## src/hw/slot_ctrl_pkg.sv

```systemverilog
// Package with register map, field layout and reset values of the slot-control block
package slot_ctrl_pkg;

  localparam logic [7:0]  SLOT_CONTROL_OFS = 8'h58;
  localparam logic [7:0]  SLOT_CAPS_OFS    = 8'h54;
  localparam logic [7:0]  SLOT_STATUS_OFS  = 8'h5a;
  localparam logic [7:0]  IRQ_MASK_OFS     = 8'h60;

  // Control field positions
  localparam int BUTTON_BIT   = 0;
  localparam int FAULT_BIT    = 1;
  localparam int LATCH_BIT    = 2;
  localparam int PRESENCE_BIT = 3;
  localparam int COMPLETE_BIT = 4;
  localparam int MASTER_BIT   = 5;
  localparam int ATTN_LSB     = 6;
  localparam int PWRL_LSB     = 8;
  localparam int POWER_BIT    = 10;
  localparam int INTERLK_BIT  = 11;
  localparam int LINK_BIT     = 12;

  // Capability bit positions
  localparam int CAP_BUTTON   = 0;
  localparam int CAP_POWER    = 1;
  localparam int CAP_LATCH    = 2;
  localparam int CAP_ATTN     = 3;
  localparam int CAP_PWRL     = 4;
  localparam int CAP_HOTPLUG  = 6;
  localparam int CAP_INTERLK  = 17;

  // Status bit positions (sticky events)
  localparam int ST_BUTTON    = 0;
  localparam int ST_FAULT     = 1;
  localparam int ST_LATCH     = 2;
  localparam int ST_PRESENCE  = 3;
  localparam int ST_COMPLETE  = 4;
  localparam int ST_LINK      = 8;

  localparam logic [1:0]  ATTN_RESET   = 2'h3;
  localparam logic [1:0]  PWRL_RESET   = 2'h1;
  localparam logic [1:0]  LAMP_RSVD    = 2'h0;
  localparam logic [15:0] STATUS_MASK  = 16'h011f;
  localparam logic [15:0] IRQ_MASK_RST = 16'h0000;

  typedef struct packed {
    logic       link_active_notify_enable;
    logic       slot_power_ctrl;
    logic [1:0] power_lamp_ctrl;
    logic [1:0] attention_lamp_ctrl;
    logic       hotplug_irq_master_enable;
    logic       completion_notify_enable;
    logic       presence_notify_enable;
    logic       latch_sensor_notify_enable;
    logic       fault_notify_enable;
    logic       button_press_notify_enable;
  } slot_ctl_t;

  typedef struct packed {
    logic [1:0] attention_lamp;
    logic [1:0] power_lamp;
    logic       slot_power_off;
    logic       interlock_pulse;
  } slot_action_t;

endpackage

```

## src/hw/slot_hotplug_control.sv

```systemverilog
// Slot-control register bank with hot-plug event tracking and notification
//
// Overview of operation
// - Button press raises interrupt or wake when enabled
// - Power fault raises interrupt or wake when enabled
// - Latch sensor change raises interrupt or wake when enabled
// - Presence change raises interrupt or wake when enabled
// - Command completion raises interrupt only, never wake
// - Interrupts need the master enable bit set
// - Fields without capability read zero, ignore writes
// - Attention lamp resets off, read/write state
// - Attention lamp reads zero without its capability
// - Power lamp resets on, read/write state
// - Power lamp reads zero without its capability
// - Upstream port ignores power lamp writes
// - Bit 10 sets power: zero on, one off
// - Interlock bit reads zero, one toggles
// - Link-active change raises interrupt or wake when enabled
// - Bits 15:13 reserved, read zero
// - One write is one command, completion last
`timescale 1ns/1ps

module slot_hotplug_control #(
  parameter int          ADDR_W      = 8,
  parameter logic        UPSTREAM    = 1'b0,
  parameter logic [31:0] SLOT_CAPS   = 32'h0002_005f
) (
  input  wire logic              mclk_i,
  input  wire logic              rst_i,
  input  wire logic [ADDR_W-1:0] addr_i,
  input  wire logic [15:0]       wdata_i,
  input  wire logic              wr_i,
  input  wire logic              rd_i,
  output logic      [15:0]       rdata_o,
  input  wire logic              button_press_i,
  input  wire logic              power_fault_i,
  input  wire logic              latch_open_i,
  input  wire logic              card_present_i,
  input  wire logic              link_active_i,
  output logic                   action_valid_o,
  input  wire logic              action_done_i,
  output logic      [1:0]        attention_lamp_o,
  output logic      [1:0]        power_lamp_o,
  output logic                   slot_power_off_o,
  output logic                   interlock_pulse_o,
  output logic                   irq_o,
  output logic                   wake_o
);

  // Pin synchronisers
  logic [4:0] sync1_ff;
  logic [4:0] sync2_ff;
  logic [4:0] prev_ff;
  wire  [4:0] pins = {link_active_i, card_present_i, latch_open_i, power_fault_i,
                      button_press_i};

  always_ff @(posedge mclk_i) begin
    if (rst_i) begin
      sync1_ff <= 5'h00;
      sync2_ff <= 5'h00;
      prev_ff  <= 5'h00;
    end else begin
      sync1_ff <= pins;
      sync2_ff <= sync1_ff;
      prev_ff  <= sync2_ff;
    end
  end

  wire button_evt   = sync2_ff[0] & ~prev_ff[0];
  wire fault_evt    = sync2_ff[1] & ~prev_ff[1];
  wire latch_evt    = sync2_ff[2] ^ prev_ff[2];
  wire presence_evt = sync2_ff[3] ^ prev_ff[3];
  wire link_evt     = sync2_ff[4] ^ prev_ff[4];

  // Capability gating
  wire cap_hp      = SLOT_CAPS[slot_ctrl_pkg::CAP_HOTPLUG];
  wire cap_button  = SLOT_CAPS[slot_ctrl_pkg::CAP_BUTTON];
  wire cap_power   = SLOT_CAPS[slot_ctrl_pkg::CAP_POWER];
  wire cap_latch   = SLOT_CAPS[slot_ctrl_pkg::CAP_LATCH];
  wire cap_attn    = SLOT_CAPS[slot_ctrl_pkg::CAP_ATTN];
  wire cap_pwrl    = SLOT_CAPS[slot_ctrl_pkg::CAP_PWRL];
  wire cap_interlk = SLOT_CAPS[slot_ctrl_pkg::CAP_INTERLK];

  slot_ctrl_pkg::slot_ctl_t ctl_ff;
  slot_ctrl_pkg::slot_ctl_t nxt_ctl;
  logic [15:0]              status_ff;
  logic [15:0]              nxt_status;
  logic [15:0]              mask_ff;
  logic                     busy_ff;
  logic                     pulse_ff;
  logic                     wake_ff;

  wire sel_ctl  = addr_i == ADDR_W'(slot_ctrl_pkg::SLOT_CONTROL_OFS);
  wire sel_caps = addr_i == ADDR_W'(slot_ctrl_pkg::SLOT_CAPS_OFS);
  wire sel_sts  = addr_i == ADDR_W'(slot_ctrl_pkg::SLOT_STATUS_OFS);
  wire sel_mask = addr_i == ADDR_W'(slot_ctrl_pkg::IRQ_MASK_OFS);
  wire wr_ctl   = wr_i & sel_ctl;

  // Writable control fields, each gated by its capability
  always_comb begin
    nxt_ctl = ctl_ff;
    if (wr_ctl) begin
      if (cap_button)
        nxt_ctl.button_press_notify_enable = wdata_i[slot_ctrl_pkg::BUTTON_BIT];
      if (cap_power)
        nxt_ctl.fault_notify_enable = wdata_i[slot_ctrl_pkg::FAULT_BIT];
      if (cap_latch)
        nxt_ctl.latch_sensor_notify_enable = wdata_i[slot_ctrl_pkg::LATCH_BIT];
      if (cap_hp) begin
        nxt_ctl.presence_notify_enable = wdata_i[slot_ctrl_pkg::PRESENCE_BIT];
        nxt_ctl.completion_notify_enable = wdata_i[slot_ctrl_pkg::COMPLETE_BIT];
        nxt_ctl.hotplug_irq_master_enable = wdata_i[slot_ctrl_pkg::MASTER_BIT];
        nxt_ctl.link_active_notify_enable = wdata_i[slot_ctrl_pkg::LINK_BIT];
      end
      // Reserved lamp code is dropped so the lamp keeps a legal state
      if (cap_attn &&
          wdata_i[slot_ctrl_pkg::ATTN_LSB +: 2] != slot_ctrl_pkg::LAMP_RSVD)
        nxt_ctl.attention_lamp_ctrl = wdata_i[slot_ctrl_pkg::ATTN_LSB +: 2];
      if (cap_pwrl && !UPSTREAM &&
          wdata_i[slot_ctrl_pkg::PWRL_LSB +: 2] != slot_ctrl_pkg::LAMP_RSVD)
        nxt_ctl.power_lamp_ctrl = wdata_i[slot_ctrl_pkg::PWRL_LSB +: 2];
      if (cap_power)
        nxt_ctl.slot_power_ctrl = wdata_i[slot_ctrl_pkg::POWER_BIT];
    end
  end

  wire toggle_req = wr_ctl & cap_interlk & wdata_i[slot_ctrl_pkg::INTERLK_BIT];

  // A write is one command; completion waits for the outward action to finish
  wire cmd_done = busy_ff & action_done_i;

  // Sticky status: set wins over a write-one clear
  wire [15:0] events = {7'h00, link_evt, 3'h0, cmd_done, presence_evt, latch_evt,
                        fault_evt, button_evt};
  wire        wr_sts = wr_i & sel_sts;
  always_comb begin
    nxt_status = status_ff;
    if (wr_sts)
      nxt_status = status_ff & ~wdata_i;
    nxt_status = (nxt_status | events) & slot_ctrl_pkg::STATUS_MASK;
  end

  wire [15:0] enables = {7'h00, ctl_ff.link_active_notify_enable, 3'h0,
                         ctl_ff.completion_notify_enable, ctl_ff.presence_notify_enable,
                         ctl_ff.latch_sensor_notify_enable, ctl_ff.fault_notify_enable,
                         ctl_ff.button_press_notify_enable};
  wire [15:0] pending = status_ff & enables & ~mask_ff;
  // Wake ignores command completion
  wire [15:0] wake_src = enables & events & ~(16'h0001 << slot_ctrl_pkg::ST_COMPLETE);

  always_ff @(posedge mclk_i) begin
    if (rst_i) begin
      ctl_ff <= '{attention_lamp_ctrl: slot_ctrl_pkg::ATTN_RESET,
                  power_lamp_ctrl:     slot_ctrl_pkg::PWRL_RESET,
                  default:             '0};
      status_ff    <= 16'h0000;
      mask_ff      <= slot_ctrl_pkg::IRQ_MASK_RST;
      busy_ff      <= 1'b0;
      pulse_ff     <= 1'b0;
      wake_ff      <= 1'b0;
    end else begin
      ctl_ff    <= nxt_ctl;
      status_ff <= nxt_status;
      if (wr_i && sel_mask)
        mask_ff <= wdata_i & slot_ctrl_pkg::STATUS_MASK;
      // The pulse asks the slot side to flip the interlock once
      pulse_ff <= toggle_req;
      if (wr_ctl)
        busy_ff <= 1'b1;
      else if (action_done_i)
        busy_ff <= 1'b0;
      wake_ff <= |wake_src & ~ctl_ff.hotplug_irq_master_enable;
    end
  end

  // Interrupt while master enable and an enabled flag pending
  assign irq_o = ctl_ff.hotplug_irq_master_enable & (|pending);
  assign wake_o = wake_ff;

  assign attention_lamp_o  = ctl_ff.attention_lamp_ctrl;
  assign power_lamp_o      = ctl_ff.power_lamp_ctrl;
  assign slot_power_off_o  = ctl_ff.slot_power_ctrl;
  assign interlock_pulse_o = pulse_ff;
  assign action_valid_o    = busy_ff;

  // Read view with capability masking
  wire [15:0] ctl_view = {3'h0,
                          ctl_ff.link_active_notify_enable,
                          1'b0,
                          ctl_ff.slot_power_ctrl & cap_power,
                          ctl_ff.power_lamp_ctrl & {2{cap_pwrl}},
                          ctl_ff.attention_lamp_ctrl & {2{cap_attn}},
                          ctl_ff.hotplug_irq_master_enable,
                          ctl_ff.completion_notify_enable,
                          ctl_ff.presence_notify_enable,
                          ctl_ff.latch_sensor_notify_enable,
                          ctl_ff.fault_notify_enable,
                          ctl_ff.button_press_notify_enable};
  wire [15:0] rd_mux = sel_ctl  ? ctl_view :
                       sel_caps ? SLOT_CAPS[15:0] :
                       sel_sts  ? status_ff :
                       sel_mask ? mask_ff : 16'h0000;

  always_ff @(posedge mclk_i) begin
    if (rst_i)
      rdata_o <= 16'h0000;
    else
      rdata_o <= rd_i ? rd_mux : 16'h0000;
  end

endmodule

```

## config.mk

```make
export PLATFORM = sky130hd
export DESIGN_NAME = slot_hotplug_control
export DESIGN_NICKNAME = d
export VERILOG_FILES = /design/src/hw/slot_ctrl_pkg.sv /design/src/hw/slot_hotplug_control.sv
export SDC_FILE = /design/constraint.sdc
export NUM_CORES = 1
export LEC_CHECK = 0
export ABC_AREA = 1
export BUFFER_PORTS_ARGS = -buffer_cell sky130_fd_sc_hd__clkbuf_2
export CORE_ASPECT_RATIO = 0.75
export CORE_MARGIN = 2
export CORE_UTILIZATION = 48
export DETAILED_ROUTE_END_ITERATION = 10
export GPL_TIMING_DRIVEN = 0
export PLACE_DENSITY_LB_ADDON = 0.2
export SLEW_MARGIN = 20
export SYNTH_ARGS = -nofsm -noshare
export SYNTH_HDL_FRONTEND = slang
export SYNTH_SLANG_ARGS = --single-unit
```

## constraint.sdc

```tcl
create_clock -name mclk_i -period 2.44 [get_ports mclk_i]
set_clock_uncertainty 0.2 [all_clocks]
set_input_delay 0.244 -clock mclk_i [delete_from_list [all_inputs] [get_ports mclk_i]]
set_output_delay 0.244 -clock mclk_i [all_outputs]
set_load 0.01 [all_outputs]
```

==> results.cfg, run 1 <==
[run_status]
outcome = finished clean

[logic_synthesis]
post_synth_instance_area_um2 = 2380
synth_cell_types = 30
synth_most_common_cell = nand2_1
most_area_consuming_cells_after_synthesis = dfxtp_1 45%, nand2_1 9.8%, inv_1 9.3%
asyncSetResetFlopFracSynth = 0
synthesis.yosys.warnings = 0
synth.largest_area_cell = dfxtp_1
post_synthesis_sequential_area_ratio = 0.454
synth-edff-count = 0
synth-seq-cells = 54
syn_inst = 323
syn_area_per_cell_um2 = 7.36
synth_commonest_cells = 62 x nand2_1, 59 x inv_1, 54 x dfxtp_1
synth_largest_type_area_fraction = 0.454
ys_dominant_reg_cell = dfxtp_1

[route]
dr_total_vias = 2146
post_drt_via_cell_ratio = 4.67
drt_first_iter_violations = 122
firstDrtPassIters = 4
ant_nets = 0
postRouteWirelength_um = 5420
wire_per_inst_um = 11.8
detail_route.drc_violations = 0

[critical_path]
critical_path.max_fanout = 3
cpLargestDelayFamily = flip-flops
path_depth = 5
worst-r2r-cell-count = 6
ff2ff_setup_slack_ns = 1.29
timing.critical_path.buf_inv = 1
timing.critical_path.required_ns = 2.00
cp_slowest_stage_delay_ns = 0.38
crit_arrival_ns = 1.22
kind_of_critical_path = reg2out
critPathSlowestCell = dfxtp_1
worstSetupStartpointType = flop
regToRegStartpoint = ctl_ff[0]
cp-startpoint = status_ff[1]
cp_cell_sequence = nand3_1, nand2_1, nor2_1, a31oi_1, clkbuf_2
timing.rr.end = wake_o
setup.worst_path.end = irq_o
endpoint_kind = output port

[power_and_ir_drop]
sequentialPowerShare = 0.590
total_switching_power_uw = 382
switching_share = 0.249
internal_power_uw = 1150
total_leakage_power_uw = 0.00144
power_density_over_the_cells_nw_per_um2 = 517
power.clock.fraction = 0.321
gate_power_share = 0.090
irDropWorstVdd_v = 0.000376

[clock_tree]
cts.clk_slew.worst_paths_ns = 0.09
postCtsResizedCells = 0
cts_htree_levels = 2
cts_tree = yes
clock_path_buffers = 2
worstSkewPairLatency_ns = 0.31
cts.sink_count = 54
cts-root-buf = clkbuf_8
cts_made_buffers = 5

[placed_design]
place.detailed.hpwl_um = 3800
worst_setup_slack_before_clock_tree_synthesis_ns = 0.760
buffer_ports.inserted = 50
globalplace.congestion = 0.854
post_place_cells = 436

[finish]
final-instance-count-excl-fill = 460
fin_nets = 434
nFillCells = 477
layout-area-overhead-vs-synth_pct = 24.8
post_route_cells_drive_above_1_share = 0.250
antenna_cells = 0

[floorplanning]
initial_util = 0.491
die_area_um2 = 5540
coreArea_um2 = 4840
chipHeight_um = 65.0
design.portCount = 59
fp-row-count = 22
floorplan.die.width_um = 85.3

[sta]
ratio_of_final_minimum_period_to_clock_period = 0.684
finalWorstSetupSlack_ns = 0.771
fin_crit_ns = 1.67
grt_setup_unrepaired = no
finalSetupViolations = 0
maxClockFrequency_ghz = 0.599
maxSlewViolCount = 0
totalNegativeSetupSlack_ns = 0
holdWs_ns = 0.0116
worst_pin_slew_ns = 0.700
final_hold_vios = 0
timing.max_slew.rel_slack = 0.533

[global_route]
grt_antenna_before_repair = 0
grtUsageTotal = 0.213
grt_overflow = 0
wire_length_of_the_first_global_routing_pass_um = 9000
pin_count_of_the_biggest_net_entering_global_routing = 17
first_global_vias = 1905

[hold_path]
worst_hold_path_type = in2reg

[flow_run]
number_of_maximum_capacitance_violations = 0
==> worst min path at each step <==
stage,cells past startpoint,slack (ns),endpoint,from
5_1_grt,3,0.02,attention_lamp_o[1],wdata_i[7]
6_report,3,0.01,attention_lamp_o[1],wdata_i[7]
4_1_cts,3,0.0003,attention_lamp_o[1],wdata_i[7]
2_1_floorplan,2,0.15,sync1_ff[0],button_press_i
3_3_place_gp,2,0.19,sync2_ff[3],sync1_ff[3]
3_5_place_dp,2,0.20,sync2_ff[1],sync1_ff[1]
==> sequential cells by signal, indices dropped and copies added, names as in the netlist <==
register	count
sync1_ff	5
ctl_ff	7
rdata_o	12
status_ff	6
attention_lamp_o	2
interlock_pulse_o	1
action_valid_o	1
slot_power_off_o	1
prev_ff	5
mask_ff	6
wake_o	1
sync2_ff	5
power_lamp_o	2
==> worst min-delay path, stage by stage <==
cell and delay [ns]:
clkbuf_2 0.09, nand3_1 0.08, nand3_1 0.08
==> metal layers <==
layer / wire length (um) / track usage / up-vias / share of wire
li1: - / - / 1125 / -
met1: 2590 / 0.300 / 944 / 0.48
met2: 2330 / 0.315 / 71 / 0.43
met3: 429 / 0.0522 / 6 / 0.079
met4: 68 / 0.0774 / 0 / 0.013
met5: 0 / 0 / - / 0
==> kinds of logic (layout without fill, tap and decap cells) <==
| logic type | count (synthesis) | count (layout) | synth area share |
|---|---|---|---|
| flip-flops | 54 | 54 | 0.454 |
| buffers and inverters | 78 | 152 | 0.147 |
| XOR/XNOR | 3 | 3 | 0.0110 |
| AO/OA/AOI/OAI | 21 | 21 | 0.0600 |
| other | 1 | 4 | 0.00158 |
| AND/OR/NAND/NOR | 166 | 166 | 0.326 |
==> final cells by class <==
cell class | count | area, um^2 | share of cell area
buffer | 17 | 119 | 0.0400
clock buffer | 5 | 68.8 | 0.0232
inverter | 61 | 230 | 0.0775
timing repair buffer | 67 | 420 | 0.142
tap | 60 | 75.1 | 0.0253
clock inverter | 2 | 15.0 | 0.00506
multi-input combinational | 194 | 960 | 0.323
sequential | 54 | 1080 | 0.364
==> cells in the final DEF, fill, tap and decap left out, types with 5 or more instances in the layout <==
cell            n
nand2_1        62
inv_1          59
dfxtp_1        54
clkbuf_2       50
nor2_1         41
nand3_1        36
dlygate4sd3_1  17
nand2_2         9
buf_4           9
a21oi_1         8
a21oi_2         8
nand4_1         7
clkbuf_8        5
==> power by group through the flow <==
| stage | Sequential (uW) | Combinational (uW) | Clock, uW |
|---|---|---|---|
| after floorplan | 924 | 67.6 | 0 |
| after global placement | 926 | 114 | 0 |
| after detailed placement | 926 | 115 | 0 |
| after CTS | 906 | 137 | 509 |
| after global routing | 908 | 154 | 549 |
| final | 906 | 138 | 493 |
==> stage by stage <==
stage	total power, uW	utilization	cell area [um^2]
after floorplan	992	-	2390
after global placement	1040	0.560	2720
after detailed placement	1040	0.560	2720
after CTS	1550	0.613	2970
after global routing	1610	0.613	2970
final	1540	0.613	2970
==> repair_timing <==
action	CTS	global route
hold buffers	17	0
endpoints found under the hold margin	18	0
setup buffers	0	0
Power figures use the tool's default switching activity.
==> inputs of run 2 (changes only) <==
==> constraint.sdc (replaced) <==
create_clock -name mclk_i -period 1.6 [get_ports mclk_i]
set_clock_uncertainty 0.2 [all_clocks]
set_input_delay 0.16 -clock mclk_i [delete_from_list [all_inputs] [get_ports mclk_i]]
set_output_delay 0.16 -clock mclk_i [all_outputs]
set_load 0.01 [all_outputs]
==> run 2 against run 1 <==
  * Register-to-register slack worse by 0.79 ns
  * Sequential share of layout area is 0.35 points lower
  * Core utilization is 1.6 points higher
  * Critical path depth is 1 higher
  * Design area is 2.6% higher
  * Die area stayed put
  * Worst setup slack worse by 0.75 ns
  * Cell count is 0.87% higher
  * Largest cell class unchanged
  * Global-route usage is 0.19 points higher
  * Non-clock buffer count is 4 higher
  * Combinational power is 58% higher
  * Via count is 0.89% higher
==> results.cfg, run 2 (synthesis results as in run 1) <==
[finish]
final-instance-count-excl-fill = 464
fin_nets = 438
flip_flop_count_of_the_largest_register_all_copies_and_words_added = 12
postLayoutCellArea_um2 = 3050
antenna_cells = 0
layout-area-overhead-vs-synth_pct = 28.1
largest-register = rdata_o
final_cell_mix = 61 x nand2_1, 55 x inv_1, 49 x clkbuf_2, 42 x dfxtp_1, 40 x nor2_1
layout_commonest_cell = nand2_1
post_route_cells_drive_above_1_share = 0.300
registers_with_the_most_flip_flops = rdata_o: 12 flops, ctl_ff: 7 flops

[sta]
worst_pin_slew_ns = 0.714
totalNegativeSetupSlack_ns = 0
maxSlewViolCount = 0
finalSetupViolations = 0
fin_crit_ns = 1.58
grt_setup_unrepaired = yes
ratio_of_final_minimum_period_to_clock_period = 0.987
timing.max_slew.rel_slack = 0.524
final_hold_vios = 0
maxClockFrequency_ghz = 0.633

[critical_path]
worst-r2r-cell-count = 6
kind_of_critical_path = reg2out
endpoint_kind = output port
cp_cell_sequence = inv_2, nand3_2, nand2_2, nor2_2, a31oi_1, buf_2
regToRegStartpoint = ctl_ff[0]
critPathSlowestCell = dfxtp_2
timing.critical_path.required_ns = 1.24
timing.rr.end = wake_o
critical_path.max_fanout = 2
cp_slowest_stage_delay_ns = 0.34
worstSetupStartpointType = flop
crit_arrival_ns = 1.22
ff2ff_setup_slack_ns = 0.50

[route]
wire_per_inst_um = 11.9
dr_total_vias = 2165
drt_first_iter_violations = 142
detail_route.drc_violations = 0
firstDrtPassIters = 4
ant_nets = 0
post_drt_via_cell_ratio = 4.67
postRouteWirelength_um = 5520

[global_route]
grtUsageTotal = 0.215
grt_antenna_before_repair = 0
grt_overflow = 0
wire_length_of_the_first_global_routing_pass_um = 9080
first_global_vias = 1935
pin_count_of_the_biggest_net_entering_global_routing = 17

[clock_tree]
cts_made_buffers = 5
cts-root-buf = clkbuf_8
cts.clk_slew.worst_paths_ns = 0.10
clock_path_buffers = 2
cts_tree = yes
cts.sink_count = 54
post-cts-setup-buffer-count = 0
cts_htree_levels = 2
worstSkewPairLatency_ns = 0.31

[power_and_ir_drop]
power_density_over_the_cells_nw_per_um2 = 774
irDropWorstVdd_v = 0.000576
total_leakage_power_uw = 0.00146

[placed_design]
post_place_cells = 436
place.detailed.hpwl_um = 3800
placedInstanceArea_um2 = 2720
globalplace.congestion = 0.854
buffer_ports.inserted = 50

[hold_path]
min_from = rst_i
timing.hold.worst_path_depth = 4
min_delay_worst_endpoint = wake_o
worst_hold_path_type = in2reg

[floorplanning]
coreArea_um2 = 4840
fp-row-count = 22
initial_util = 0.491
design.portCount = 59
chipHeight_um = 65.0
die_area_um2 = 5540
floorplan.die.width_um = 85.3

[flow_run]
number_of_maximum_capacitance_violations = 0

[run_status]
outcome = finished clean
## run 2: cell types whose count changed in the layout (fill, tap and decap cells not counted), moves of 3 or more
cell,previous run,this run
inv_2,1,5
dfxtp_1,54,42
dfxtp_2,0,11
nand3_2,1,4
inv_1,59,55
dlygate4sd3_1,17,21
nand3_1,36,33
## run 2: stage by stage
step,setup WS (ns),util,power (uW),hold WS (ns)
after global placement,0.0180,0.560,1590,0.154
final,0.0210,0.629,2360,0.0241
after detailed placement,0.00381,0.560,1590,0.156
after floorplan,0.354,-,1510,0.0670
after CTS,0.0104,0.621,2370,0.0241
after global routing,-0.0487,0.629,2470,0.0536
## run 2: final cells by class
type	instances	area, um^2
Inverter	61	230
Tap cell	60	75.1
Clock buffer	5	68.8
Buffer	17	119
Multi-Input combinational cell	194	980
Timing Repair Buffer	71	460
Fill cell	477	1800
Sequential cell	54	1100
Clock inverter	2	15.0
## run 2: worst max-delay path, delay by kind of cell (launching register included)
family	cells	cell delay (ns)
DFF	1	0.34
buffers and inverters	2	0.22
and+or+nand+nor	3	0.19
AOI/OAI and AO/OA	1	0.17
## run 2: routing by layer
metal,up-vias,global-route usage,routed length [um]
met4,0,0.0774,82
met1,961,0.301,2620
li1,1133,-,-
met5,-,0,0
met3,8,0.0522,387
met2,63,0.320,2430
## run 2: repair_timing
action / 4_1_cts / 5_1_grt
gates resized for setup: 0 / 23
hold buffers: 21 / 0
endpoints found under the setup margin: 0 / 1
endpoints found under the hold margin: 28 / 0
## run 2: how the worst max path moves through the flow
| stage | slack, ns | start | cells past startpoint | end |
|---|---|---|---|---|
| detailed placement | 0.004 | addr_i[0] | 8 | rdata_o[4] |
| global placement | 0.02 | addr_i[0] | 8 | rdata_o[4] |
| finish | 0.02 | mask_ff[1] | 6 | irq_o |
| floorplan | 0.35 | addr_i[0] | 7 | mask_ff[0] |
| global route | -0.05 | mask_ff[1] | 6 | irq_o |
| CTS | 0.01 | status_ff[0] | 5 | irq_o |
## run 2: power by group
group,switching [uW],internal (uW)
Clock,457,300
Combinational,119,98.5
Sequential,14.2,1370
Total,591,1770
==> inputs of run 3 (changes only) <==
--- a/config.mk
+++ b/config.mk
@@ -13,6 +13,7 @@
 export DETAILED_ROUTE_END_ITERATION = 10
 export GPL_TIMING_DRIVEN = 0
 export PLACE_DENSITY_LB_ADDON = 0.2
+export SETUP_SLACK_MARGIN = 0.15
 export SLEW_MARGIN = 20
 export SYNTH_ARGS = -nofsm -noshare
 export SYNTH_HDL_FRONTEND = slang
==> run 3 against run 2 <==
  * The run now ends with negative hold slack left
  * Design area is 0.53% higher
  * Core utilization rose by 0.34 points
  * Count of clock-buffer cells in the layout unchanged
  * Cell count grew 0.65%
  * Via count rose by 1.9%
  * Sequential power about the same
  * Power up 0.15%
  * First-iteration DRC count increased by 11%
  * Critical path depth is the same
  * Critical path type unchanged
  * Critical endpoint unchanged
  * Largest cell class unchanged
  * Largest power group unchanged
==> results.cfg, run 3 (synthesis results as in run 1) <==
[finish]
antenna_cells = 0
post_route_cells_drive_above_1_share = 0.307
largest-register = rdata_o
fin_nets = 441
seqCellArea_um2 = 1090
layout-area-overhead-vs-synth_pct = 28.8
registers_with_the_most_flip_flops = rdata_o: 12 flops, ctl_ff: 7 flops
multiInputGateArea_um2 = 980
postLayoutCellArea_um2 = 3060
flip_flop_count_of_the_largest_register_all_copies_and_words_added = 12
final_cell_mix = 61 x nand2_1, 54 x inv_1, 49 x clkbuf_2, 43 x dfxtp_1, 40 x nor2_1
nFillCells = 472
layout_commonest_cell = nand2_1

[sta]
maxClockFrequency_ghz = 0.650
finalWorstSetupSlack_ns = 0.0625
fin_crit_ns = 1.54
holdWs_ns = -0.000512
grt_setup_unrepaired = yes
final_hold_vios = 1
finalSetupViolations = 0
maxSlewViolCount = 0
ratio_of_final_minimum_period_to_clock_period = 0.961
timing.max_slew.rel_slack = 0.507
worst_pin_slew_ns = 0.739

[clock_tree]
clock_path_buffers = 2
cts_made_buffers = 5
cts.sink_count = 54
cts.clk_slew.worst_paths_ns = 0.10
cts_htree_levels = 2
cts_tree = yes
worstSkewPairLatency_ns = 0.31
cts-root-buf = clkbuf_8

[power_and_ir_drop]
power_density_over_the_cells_nw_per_um2 = 771
total_leakage_power_uw = 0.00148
irDropWorstVdd_v = 0.000575

[floorplanning]
floorplan.die.width_um = 85.3
fp-row-count = 22
chipHeight_um = 65.0
die_area_um2 = 5540
initial_util = 0.491
design.portCount = 59
coreArea_um2 = 4840

[global_route]
pin_count_of_the_biggest_net_entering_global_routing = 17
first_global_vias = 1992
wire_length_of_the_first_global_routing_pass_um = 9250
grt_antenna_before_repair = 0
grtUsageTotal = 0.219
grt_overflow = 0

[placed_design]
place.detailed.hpwl_um = 3800
worst_setup_slack_before_clock_tree_synthesis_ns = 0.00381
buffer_ports.inserted = 50
placedInstanceArea_um2 = 2720
globalplace.congestion = 0.854

[critical_path]
critical_path.max_fanout = 2
regToRegStartpoint = ctl_ff[0]
timing.rr.end = wake_o
cp_cell_sequence = inv_2, nand3_2, nand2_2, nor2_2, a31oi_1, buf_2
critPathSlowestCell = dfxtp_2
path_depth = 6
ff2ff_setup_slack_ns = 0.49
worst-r2r-cell-count = 6
kind_of_critical_path = reg2out
worstSetupStartpointType = flop
crit_arrival_ns = 1.18
setup.worst_path.end = irq_o
timing.critical_path.required_ns = 1.24
timing.critical_path.buf_inv = 2
cp_slowest_stage_delay_ns = 0.34
endpoint_kind = output port
cpLargestDelayFamily = flip-flops
cp-startpoint = mask_ff[1]

[route]
post_drt_via_cell_ratio = 4.72
postRouteWirelength_um = 5580
ant_nets = 0
drt_first_iter_violations = 158
wire_per_inst_um = 11.9
detail_route.drc_violations = 0
dr_total_vias = 2206
firstDrtPassIters = 4

[hold_path]
worst_hold_path_type = in2reg

[flow_run]
number_of_maximum_capacitance_violations = 0

[run_status]
outcome = finished, violations left
failing_checks = negative hold slack
-- run 3: changes by cell type in the layout (fill, tap and decap cells not counted) --
cell           change
buf_4              +4
inv_1              -1
dfxtp_4            -1
dfxtp_1            +1
dlygate4sd3_1      -1
inv_2              +1
-- run 3: timing repair --
action | in CTS | in global routing
pin swaps | 4 | 1
hold endpoints to repair | 28 | 0
hold buffers | 21 | 0
gates cloned | 0 | 0
resized for setup | 20 | 2
setup buffers | 4 | 0
endpoints found under the setup margin | 1 | 7
-- run 3: worst min-delay path by stage --
| stage | end | slack, ns | start | depth (start not counted) |
|---|---|---|---|---|
| finish | interlock_pulse_o | -0.0005 | rst_i | 4 |
| global route | rdata_o[8] | 0.05 | addr_i[2] | 4 |
| CTS | wake_o | 0.02 | rst_i | 4 |
| detailed placement | sync1_ff[3] | 0.16 | card_present_i | 3 |
| global placement | sync1_ff[3] | 0.15 | card_present_i | 3 |
| floorplan | sync1_ff[0] | 0.07 | button_press_i | 2 |
-- run 3: final cells by class --
cell class                      count  share of cell area
Multi-Input combinational cell    194               0.320
Tap cell                           60              0.0245
Inverter                           61              0.0752
Clock inverter                      2             0.00490
Sequential cell                    54               0.357
Timing Repair Buffer               74               0.157
Clock buffer                        5              0.0225
Buffer                             17              0.0388
-- run 3: through the flow --
| step | util | std cells | setup TNS, ns | hold WS, ns | power (uW) |
|---|---|---|---|---|---|
| after floorplan | - | 326 | 0 | 0.0670 | 1510 |
| after global placement | 0.560 | 436 | 0 | 0.154 | 1590 |
| after detailed placement | 0.560 | 436 | 0 | 0.156 | 1590 |
| after CTS | 0.634 | 468 | 0 | 0.0241 | 2380 |
| after global routing | 0.632 | 467 | -0.0110 | 0.0548 | 2470 |
| final | 0.632 | 467 | 0 | -0.000512 | 2360 |
-- run 3: metal layers --
metal	global-route usage	vias to the layer above	part of all wire
li1	-	1137	-
met1	0.302	985	0.46
met2	0.334	74	0.44
met3	0.0522	10	0.075
met4	0.0774	0	0.018
met5	0	-	0
-- run 3: worst min-delay path, delay by kind of cell --
kind | cells | cell delay [ns]
buf+inv | 2 | 0.21
simple gates | 2 | 0.11
-- run 3: power breakdown --
| part | switching (uW) | total (uW) | leakage [uW] | internal (uW) |
|---|---|---|---|---|
| Sequential | 13.6 | 1380 | 0.000444 | 1370 |
| Clock | 456 | 756 | 0.0000362 | 300 |
| Combinational | 122 | 223 | 0.000999 | 101 |
